**config.mk**
```make
export PLATFORM = sky130hd
export DESIGN_NAME = flash_status
export DESIGN_NICKNAME = d
export VERILOG_FILES = /design/src/flash_status_pkg.sv /design/src/sticky_irq.sv /design/src/flash_status.sv
export SDC_FILE = /design/constraint.sdc
export NUM_CORES = 1
export LEC_CHECK = 0
export ABC_AREA = 1
export BUFFER_PORTS_ARGS = -buffer_cell sky130_fd_sc_hd__buf_4
export CORE_MARGIN = 3
export CORE_UTILIZATION = 32
export DETAILED_ROUTE_END_ITERATION = 8
export PLACE_DENSITY_LB_ADDON = 0.05
export SLEW_MARGIN = 20
export SYNTH_ARGS = -nofsm -noshare
export SYNTH_HDL_FRONTEND = slang
export SYNTH_SLANG_ARGS = --single-unit
```
**constraint.sdc**
```tcl
create_clock -name clk_i -period 3.3 [get_ports clk_i]
set_input_delay 0.165 -clock clk_i [delete_from_list [all_inputs] [get_ports clk_i]]
set_output_delay 0.165 -clock clk_i [all_outputs]
set_load 0.05 [all_outputs]
```
**src/flash_status_pkg.sv**
```systemverilog
// constants shared by the flash status block and its interrupt unit
// assumes a 32-bit classic wishbone slave port with byte addressing
`default_nettype none

package flash_status_pkg;

  // -----------------------------------------------------------------
  // register byte offsets
  // -----------------------------------------------------------------
  localparam logic [7:0] STATUS_OFS = 8'h00;
  localparam logic [7:0] CONTROL_OFS = 8'h04;
  localparam logic [7:0] IRQ_STATUS_OFS = 8'h08;
  localparam logic [7:0] IRQ_MASK_OFS = 8'h0C;

  // -----------------------------------------------------------------
  // flash_status field positions
  // -----------------------------------------------------------------
  localparam int DONE_BIT = 7;
  localparam int RSVD_HI_BIT = 6;
  localparam int ACCESS_ERROR_FLAG_BIT = 5;
  localparam int PVIOL_BIT = 4;
  localparam int BUSY_BIT = 3;
  localparam int RSVD_LO_BIT = 2;
  localparam int CSTAT_MSB = 1;
  localparam int CSTAT_LSB = 0;
  localparam int CSTAT_W = 2;

  // control register: command done interrupt enable
  localparam int IRQ_EN_BIT = 7;

  // -----------------------------------------------------------------
  // sticky event bits of irq_status and irq_mask
  // -----------------------------------------------------------------
  localparam int EV_W = 4;
  localparam int EV_DONE = 0;
  localparam int EV_ACCESS_ERROR_FLAG = 1;
  localparam int EV_PVIOL = 2;
  localparam int EV_CSTAT = 3;

  // -----------------------------------------------------------------
  // reset values
  // -----------------------------------------------------------------
  localparam logic CSTAT_RST_0 = 1'b0;
  localparam logic [CSTAT_W-1:0] CSTAT_RST = 2'h0;
  localparam logic [EV_W-1:0] EV_RST = 4'h0;
  localparam logic [31:0] DATA_ZERO = 32'h00000000;

  typedef enum logic {CTRL_IDLE, CTRL_EXEC} ctrl_state_e;

endpackage

`default_nettype wire

```
**src/sticky_irq.sv**
```systemverilog
// sticky event status, mask and level interrupt for the flash status block
// assumes one clock; clear comes from the bus read path as a bit mask
`default_nettype none

module sticky_irq (
  input wire logic clk_i,
  input wire logic rst_i,
  input wire logic [flash_status_pkg::EV_W-1:0] event_i,
  input wire logic [flash_status_pkg::EV_W-1:0] clear_i,
  input wire logic mask_wr_i,
  input wire logic [flash_status_pkg::EV_W-1:0] mask_data_i,
  output logic [flash_status_pkg::EV_W-1:0] status_o,
  output logic [flash_status_pkg::EV_W-1:0] mask_o,
  output logic irq_o
);

  // -----------------------------------------------------------------
  // sticky bits
  // -----------------------------------------------------------------
  // per bit: an event in the clearing cycle survives, set beats clear
  genvar g;
  generate
    for (g = 0; g < flash_status_pkg::EV_W; g++) begin : g_bit
      always_ff @(posedge clk_i) begin
        if (rst_i) begin
          status_o[g] <= 1'b0;
        end else begin
          status_o[g] <= event_i[g] | (status_o[g] & ~clear_i[g]);
        end
      end
    end
  endgenerate

  // mask, written whole from the bus
  always_ff @(posedge clk_i) begin
    if (rst_i) begin
      mask_o <= flash_status_pkg::EV_RST;
    end else if (mask_wr_i) begin
      mask_o <= mask_data_i;
    end
  end

  // level request while any unmasked bit stands
  assign irq_o = |(status_o & mask_o);

endmodule

`default_nettype wire

```
**src/flash_status.sv**
```systemverilog
// flash command status register with launch gating and error flags
// assumes a classic wishbone master and a command engine that pulses
// its events for one cycle on clk_i
//
// Functional notes
// - command done flag low while a command runs, high once it finished.
// - status bits 6 and 2 read zero, writes to them ignored.
// - access error set on broken write sequence or illegal command.
// - while access error stands, launch by writing done flag is refused.
// - writing one clears access error, writing zero leaves it.
// - protection violation set on program or erase in protected region.
// - writing one clears protection violation, writing zero leaves it.
// - protection violation blocks launch and new command write sequences.
// - busy flag high while executing with done low, low when idle.
// - completion error bits set on errors during command or reset sequence.
// - reset sequence fault may load a non-nominal status value.
// - writing one to done flag launches; flag low until finish, access error or protection violation.
// - with done interrupt enable set, interrupt requested while done flag set.
`default_nettype none

module flash_status (
  input wire logic clk_i,
  input wire logic rst_i,
  // wishbone classic slave
  input wire logic cyc_i,
  input wire logic stb_i,
  input wire logic we_i,
  input wire logic [7:0] adr_i,
  input wire logic [3:0] sel_i,
  input wire logic [31:0] dat_i,
  output logic [31:0] dat_o,
  output logic ack_o,
  // command engine side
  input wire logic seq_break_i,
  input wire logic illegal_cmd_i,
  input wire logic prot_hit_i,
  input wire logic exec_done_i,
  input wire logic [flash_status_pkg::CSTAT_W-1:0] exec_err_i,
  input wire logic init_load_i,
  input wire logic [flash_status_pkg::CSTAT_W-1:0] init_err_i,
  output logic exec_start_o,
  output logic seq_allow_o,
  // interrupt
  output logic irq_o
);

  // -----------------------------------------------------------------
  // state
  // -----------------------------------------------------------------
  flash_status_pkg::ctrl_state_e state_reg;
  logic command_done_flag;
  logic access_error_flag;
  logic protection_violation_flag;
  logic controller_busy_flag;
  logic [flash_status_pkg::CSTAT_W-1:0] completion_error_status;
  logic command_done_irq_enable;
  logic [flash_status_pkg::EV_W-1:0] ev_status;
  logic [flash_status_pkg::EV_W-1:0] ev_mask;
  logic [flash_status_pkg::EV_W-1:0] ev_set;
  logic [flash_status_pkg::EV_W-1:0] ev_clear;
  logic ev_irq;
  logic [31:0] rdata_next;
  logic req;
  logic acc;
  logic wr_acc;
  logic rd_acc;
  logic [7:0] word_adr;
  logic st_wr;
  logic launch;
  logic acc_set;
  logic viol_end;
  logic done_set;
  logic cstat_load;

  // -----------------------------------------------------------------
  // bus decode
  // -----------------------------------------------------------------
  // request seen before ack; access is the edge where ack is sampled
  assign req = cyc_i & stb_i & ~ack_o;
  assign acc = cyc_i & stb_i & ack_o;
  assign wr_acc = acc & we_i;
  assign rd_acc = acc & ~we_i;
  assign word_adr = {adr_i[7:2], 2'b00};
  // all status fields live in byte lane 0
  assign st_wr = wr_acc & sel_i[0] & (word_adr == flash_status_pkg::STATUS_OFS);

  // ack one cycle after the request, dropped the cycle after
  always_ff @(posedge clk_i) begin
    if (rst_i) begin
      ack_o <= 1'b0;
    end else begin
      ack_o <= req;
    end
  end

  // -----------------------------------------------------------------
  // command launch and execution
  // -----------------------------------------------------------------
  // launch only from idle with both error flags clear
  assign launch = st_wr & dat_i[flash_status_pkg::DONE_BIT] & command_done_flag
                & ~access_error_flag & ~protection_violation_flag;
  assign acc_set = seq_break_i | illegal_cmd_i;
  // an access error or protection violation flagged by the engine also ends the command
  assign viol_end = (state_reg == flash_status_pkg::CTRL_EXEC) & (acc_set | prot_hit_i);
  assign done_set = (state_reg == flash_status_pkg::CTRL_EXEC) & (exec_done_i | viol_end);

  // control state: idle holds done high, exec holds it low
  always_ff @(posedge clk_i) begin
    if (rst_i) begin
      state_reg <= flash_status_pkg::CTRL_IDLE;
    end else begin
      case (state_reg)
        flash_status_pkg::CTRL_IDLE: begin
          if (launch) begin
            state_reg <= flash_status_pkg::CTRL_EXEC;
          end
        end
        flash_status_pkg::CTRL_EXEC: begin
          if (done_set) begin
            state_reg <= flash_status_pkg::CTRL_IDLE;
          end
        end
        default: begin
          state_reg <= flash_status_pkg::CTRL_IDLE;
        end
      endcase
    end
  end

  // done and busy follow state; done is never low while idle
  assign command_done_flag = (state_reg == flash_status_pkg::CTRL_IDLE);
  assign controller_busy_flag = (state_reg == flash_status_pkg::CTRL_EXEC);

  // one-cycle start strobe to the engine
  always_ff @(posedge clk_i) begin
    if (rst_i) begin
      exec_start_o <= 1'b0;
    end else begin
      exec_start_o <= launch;
    end
  end

  // the engine must not begin a write sequence while violation stands
  assign seq_allow_o = ~protection_violation_flag;

  // -----------------------------------------------------------------
  // error flags
  // -----------------------------------------------------------------
  // access error: write one clears, a set in the same cycle wins
  always_ff @(posedge clk_i) begin
    if (rst_i) begin
      access_error_flag <= 1'b0;
    end else if (acc_set) begin
      access_error_flag <= 1'b1;
    end else if (st_wr & dat_i[flash_status_pkg::ACCESS_ERROR_FLAG_BIT]) begin
      access_error_flag <= 1'b0;
    end
  end

  // protection violation, same clearing scheme
  always_ff @(posedge clk_i) begin
    if (rst_i) begin
      protection_violation_flag <= 1'b0;
    end else if (prot_hit_i) begin
      protection_violation_flag <= 1'b1;
    end else if (st_wr & dat_i[flash_status_pkg::PVIOL_BIT]) begin
      protection_violation_flag <= 1'b0;
    end
  end

  // completion status: loaded by the engine or the reset sequence only
  // cleared on launch so a stale result never outlives its command
  assign cstat_load = init_load_i | (controller_busy_flag & exec_done_i);
  always_ff @(posedge clk_i) begin
    if (rst_i) begin
      completion_error_status <= flash_status_pkg::CSTAT_RST;
    end else if (init_load_i) begin
      completion_error_status <= init_err_i;
    end else if (controller_busy_flag & exec_done_i) begin
      completion_error_status <= exec_err_i;
    end else if (launch) begin
      completion_error_status <= flash_status_pkg::CSTAT_RST;
    end
  end

  // -----------------------------------------------------------------
  // control register
  // -----------------------------------------------------------------
  always_ff @(posedge clk_i) begin
    if (rst_i) begin
      command_done_irq_enable <= 1'b0;
    end else if (wr_acc & sel_i[0] & (word_adr == flash_status_pkg::CONTROL_OFS)) begin
      command_done_irq_enable <= dat_i[flash_status_pkg::IRQ_EN_BIT];
    end
  end

  // -----------------------------------------------------------------
  // interrupt events
  // -----------------------------------------------------------------
  assign ev_set[flash_status_pkg::EV_DONE] = done_set;
  assign ev_set[flash_status_pkg::EV_ACCESS_ERROR_FLAG] = acc_set;
  assign ev_set[flash_status_pkg::EV_PVIOL] = prot_hit_i;
  assign ev_set[flash_status_pkg::EV_CSTAT] = cstat_load
    & (init_load_i ? (|init_err_i) : (|exec_err_i));
  // clear only what the read returned, so a later event is kept
  assign ev_clear = (rd_acc & (word_adr == flash_status_pkg::IRQ_STATUS_OFS))
                  ? dat_o[flash_status_pkg::EV_W-1:0] : flash_status_pkg::EV_RST;

  sticky_irq u_irq (
    .clk_i(clk_i),
    .rst_i(rst_i),
    .event_i(ev_set),
    .clear_i(ev_clear),
    .mask_wr_i(wr_acc & sel_i[0] & (word_adr == flash_status_pkg::IRQ_MASK_OFS)),
    .mask_data_i(dat_i[flash_status_pkg::EV_W-1:0]),
    .status_o(ev_status),
    .mask_o(ev_mask),
    .irq_o(ev_irq)
  );

  // level: done request while enabled, plus any unmasked sticky bit
  assign irq_o = (command_done_irq_enable & command_done_flag) | ev_irq;

  // -----------------------------------------------------------------
  // read data
  // -----------------------------------------------------------------
  // latched at the request edge, held while ack is high
  always_comb begin
    rdata_next = flash_status_pkg::DATA_ZERO;
    case (word_adr)
      flash_status_pkg::STATUS_OFS: begin
        rdata_next[flash_status_pkg::DONE_BIT] = command_done_flag;
        rdata_next[flash_status_pkg::ACCESS_ERROR_FLAG_BIT] = access_error_flag;
        rdata_next[flash_status_pkg::PVIOL_BIT] = protection_violation_flag;
        rdata_next[flash_status_pkg::BUSY_BIT] = controller_busy_flag;
        rdata_next[flash_status_pkg::CSTAT_MSB:flash_status_pkg::CSTAT_LSB] =
          completion_error_status;
        // bits 6 and 2 stay zero
      end
      flash_status_pkg::CONTROL_OFS: begin
        rdata_next[flash_status_pkg::IRQ_EN_BIT] = command_done_irq_enable;
      end
      flash_status_pkg::IRQ_STATUS_OFS: begin
        rdata_next[flash_status_pkg::EV_W-1:0] = ev_status;
      end
      flash_status_pkg::IRQ_MASK_OFS: begin
        rdata_next[flash_status_pkg::EV_W-1:0] = ev_mask;
      end
      default: begin
        rdata_next = flash_status_pkg::DATA_ZERO; // unmapped reads zero
      end
    endcase
  end

  always_ff @(posedge clk_i) begin
    if (rst_i) begin
      dat_o <= flash_status_pkg::DATA_ZERO;
    end else if (req & ~we_i) begin
      dat_o <= rdata_next;
    end
  end
endmodule

`default_nettype wire

```
==> insert_results.sql <==
INSERT INTO impl_metrics (metric_group, metric, value, unit) VALUES
('run_status', 'status', 'completed', ''),
('clock_tree', 'cts_tree', 'yes', ''),
('floorplan', 'num_rows', '23', ''),
('timing', 'setup_viol', '0', ''),
('detailed_routing', 'avg_vias_per_cell', '4.68', ''),
('timing', 'rsz_0062_raised_after_global_routing', 'no', ''),
('synthesis', 'commonest_cells_in_the_netlist', 'sky130_fd_sc_hd__nand2_1, sky130_fd_sc_hd__buf_4, sky130_fd_sc_hd__dfxtp_1', ''),
('detailed_routing', 'finalWirelength', '3260', 'um'),
('floorplan', 'die_w', '71.7', 'um'),
('power_and_ir_drop', 'clock_power_share', '28.5', '%'),
('setup_path', 'worstPathCellList', 'inv_1 > a22oi_1 > nand4_1 > buf_4', ''),
('clock_tree', 'tritoncts_sink_count', '23', ''),
('synthesis', 'synth-edff-count', '0', ''),
('floorplan', 'boundaryPins', '94', ''),
('synthesis', 'post_synth_instance_area', '1380', 'um2'),
('clock_tree', 'post_cts_resized', '0', ''),
('setup_path', 'cp_data_arrival_time', '1.34', 'ns'),
('power_and_ir_drop', 'power.density_cell_area', '367', 'nW/um2'),
('synthesis', 'synth_top_area_cell', 'sky130_fd_sc_hd__dfxtp_1', ''),
('cells_and_area', 'ant_diodes', '0', ''),
('detailed_routing', 'antenna_left', '0', ''),
('setup_path', 'worstSetupStartpointType', 'flip-flop', ''),
('global_route', 'initial_antenna_violation_count', '0', ''),
('floorplan', 'fp.dieArea', '5150', 'um2'),
('synthesis', 'syn-instance-count', '182', ''),
('place', 'place.gp.congestion', '0.837', ''),
('place', 'placed_wire_length_estimate', '2620', 'um'),
('synthesis', 'synth_sequential_area_ratio', '33.3', '%'),
('setup_path', 'regToRegSetupSlack', '1.98', 'ns'),
('synthesis', 'synth.yosys.warnings', '0', ''),
('setup_path', 'critical_path.max_stage_delay', '0.44', 'ns'),
('setup_path', 'path_class', 'reg -> out', ''),
('flow_run', 'max_cap_viol_count', '0', ''),
('power_and_ir_drop', 'power', '0.613', 'mW'),
('setup_path', 'crit_path_max_fanout', '5', ''),
('global_route', 'vias_in_the_first_global_route', '1167', ''),
('power_and_ir_drop', 'internal_power_consumption', '0.408', 'mW'),
('cells_and_area', 'post_route_insts_no_fill', '271', ''),
('setup_path', 'cp_data_required_time', '3.13', 'ns'),
('floorplan', 'initial_utilization', '33.8', '%'),
('clock_tree', 'cts_root_cell', 'sky130_fd_sc_hd__clkbuf_8', ''),
('cells_and_area', 'layout_cell_share_with_drive_strength_beyond_1', '27.1', '%'),
('hold_path', 'hold-path-endpoint', 'u_irq.mask_o[2]', ''),
('power_and_ir_drop', 'seq_power_share', '47.4', '%'),
('cells_and_area', 'postLayoutCoreUtil', '40.9', '%'),
('setup_path', 'timing.rr.start', 'ack_o', ''),
('timing', 'hold_violations', '0', ''),
('synthesis', 'ys_dominant_reg_cell', 'sky130_fd_sc_hd__dfxtp_1', ''),
('synthesis', 'synth.top_cell.area_share', '33.3', '%'),
('setup_path', 'reg2regPathDepth', '5', ''),
('detailed_routing', 'wire_per_inst', '12.0', 'um'),
('setup_path', 'worst_path_max_delay_cell', 'sky130_fd_sc_hd__dfxtp_1', ''),
('detailed_routing', 'num_vias', '1267', ''),
('floorplan', 'chipHeight', '71.7', 'um'),
('setup_path', 'worstSetupEndpointType', 'output port', ''),
('hold_path', 'worst_hold_path_type', 'in -> reg', ''),
('synthesis', 'synth.most_common_cell', 'sky130_fd_sc_hd__nand2_1', ''),
('clock_tree', 'inserted_clock_buffers', '3', ''),
('detailed_routing', 'initialDrtViolationCount', '32', ''),
('detailed_routing', 'detail_route.drc_violations', '0', ''),
('clock_tree', 'post-cts-setup-buffer-count', '0', ''),
('clock_tree', 'insertion_delay', '0.27', 'ns'),
('global_route', 'global_route.overflow_total', '0', ''),
('global_route', 'grt_max_degree', '23', ''),
('power_and_ir_drop', 'vdd_drop_max', '162', 'uV'),
('synthesis', 'postSynthRegisterBits', '23', ''),
('clock_tree', 'postCtsHoldBufs', '0', ''),
('place', 'port_buffers', '38', ''),
('synthesis', 'syn_area_per_cell', '7.60', 'um2'),
('clock_tree', 'clk_pin_slew_worst_paths', '0.08', 'ns'),
('timing', 'period_share', '45.5', '%');
## power groups by stage
stage	clock, mW	sequential (mW)	combinational [mW]
after global routing	0.189	0.292	0.158
after global placement	0	0.297	0.145
final	0.175	0.291	0.148
after CTS	0.178	0.291	0.148
after detailed placement	0	0.297	0.147
after floorplan	0	0.302	0.123
## how the worst max path moves through the flow
| stage | end | slack (ns) | cells past startpoint |
|---|---|---|---|
| after floorplan | u_irq.status_o[0] | 1.74 | 5 |
| after global placement | completion_error_status[1] | 2.02 | 5 |
| after detailed placement | completion_error_status[1] | 1.99 | 5 |
| after CTS | irq_o | 1.81 | 4 |
| after global routing | irq_o | 1.73 | 4 |
| final | irq_o | 1.80 | 4 |
## state kept, by name (all words and copies together), names as in the netlist
register and flops:
protection_violation_flag 1, exec_start_o 1, dat_o 7, command_done_irq_enable 1, u_irq.status_o 4, ack_o 1
controller_busy_flag 1, completion_error_status 2, access_error_flag 1, u_irq.mask_o 4
## through the flow
stage	setup slack [ns]	instance area, um2
after floorplan	1.74	1470
after global placement	2.02	1630
after detailed placement	1.99	1630
after CTS	1.81	1670
after global routing	1.73	1670
final	1.80	1670
## critical path: cells and delay by family, from the launching register on
family | cells | cell delay (ns)
buf+inv | 2 | 0.33
flops | 1 | 0.44
simple gates | 1 | 0.13
compound gates | 1 | 0.17
## per-layer routing
layer  wire (um)  track usage, %  share of wire [%]
met3         237            2.24                7.3
met4          35            3.76                1.1
met2        1510            22.4                 46
met5           0               0                  0
met1        1480            16.5                 45
## placed cells by master, fill, tap and decap left out, types with 4 or more instances in the layout
cell type | netlist | layout
sky130_fd_sc_hd__nand4_1 | 8 | 8
sky130_fd_sc_hd__nor2_8 | 4 | 4
sky130_fd_sc_hd__conb_1 | 1 | 25
sky130_fd_sc_hd__dfxtp_1 | 23 | 23
sky130_fd_sc_hd__buf_4 | 25 | 38
sky130_fd_sc_hd__nand3_1 | 21 | 21
sky130_fd_sc_hd__a21oi_1 | 17 | 17
sky130_fd_sc_hd__inv_1 | 12 | 12
sky130_fd_sc_hd__nand2_1 | 38 | 38
sky130_fd_sc_hd__o211ai_1 | 4 | 4
sky130_fd_sc_hd__nor2_1 | 8 | 8
## final cells by class
cell class	count	area, um2
Fill cell	443	2420
Multi-Input combinational cell	141	761
Sequential cell	23	460
Timing Repair Buffer	38	285
Tap cell	50	62.6
Inverter	15	56.3
Clock buffer	4	45.0
## cell families (layout without fill, tap and decap cells)
group	count (synthesis)	after routing	share of synthesized area, %
buffers and inverters	42	57	18.2
DFF	23	23	33.3
AOI/OAI and AO/OA	26	26	11.2
and+or+nand+nor	90	90	37.0
other	1	25	0.271
(Power assumes the default switching activity.)
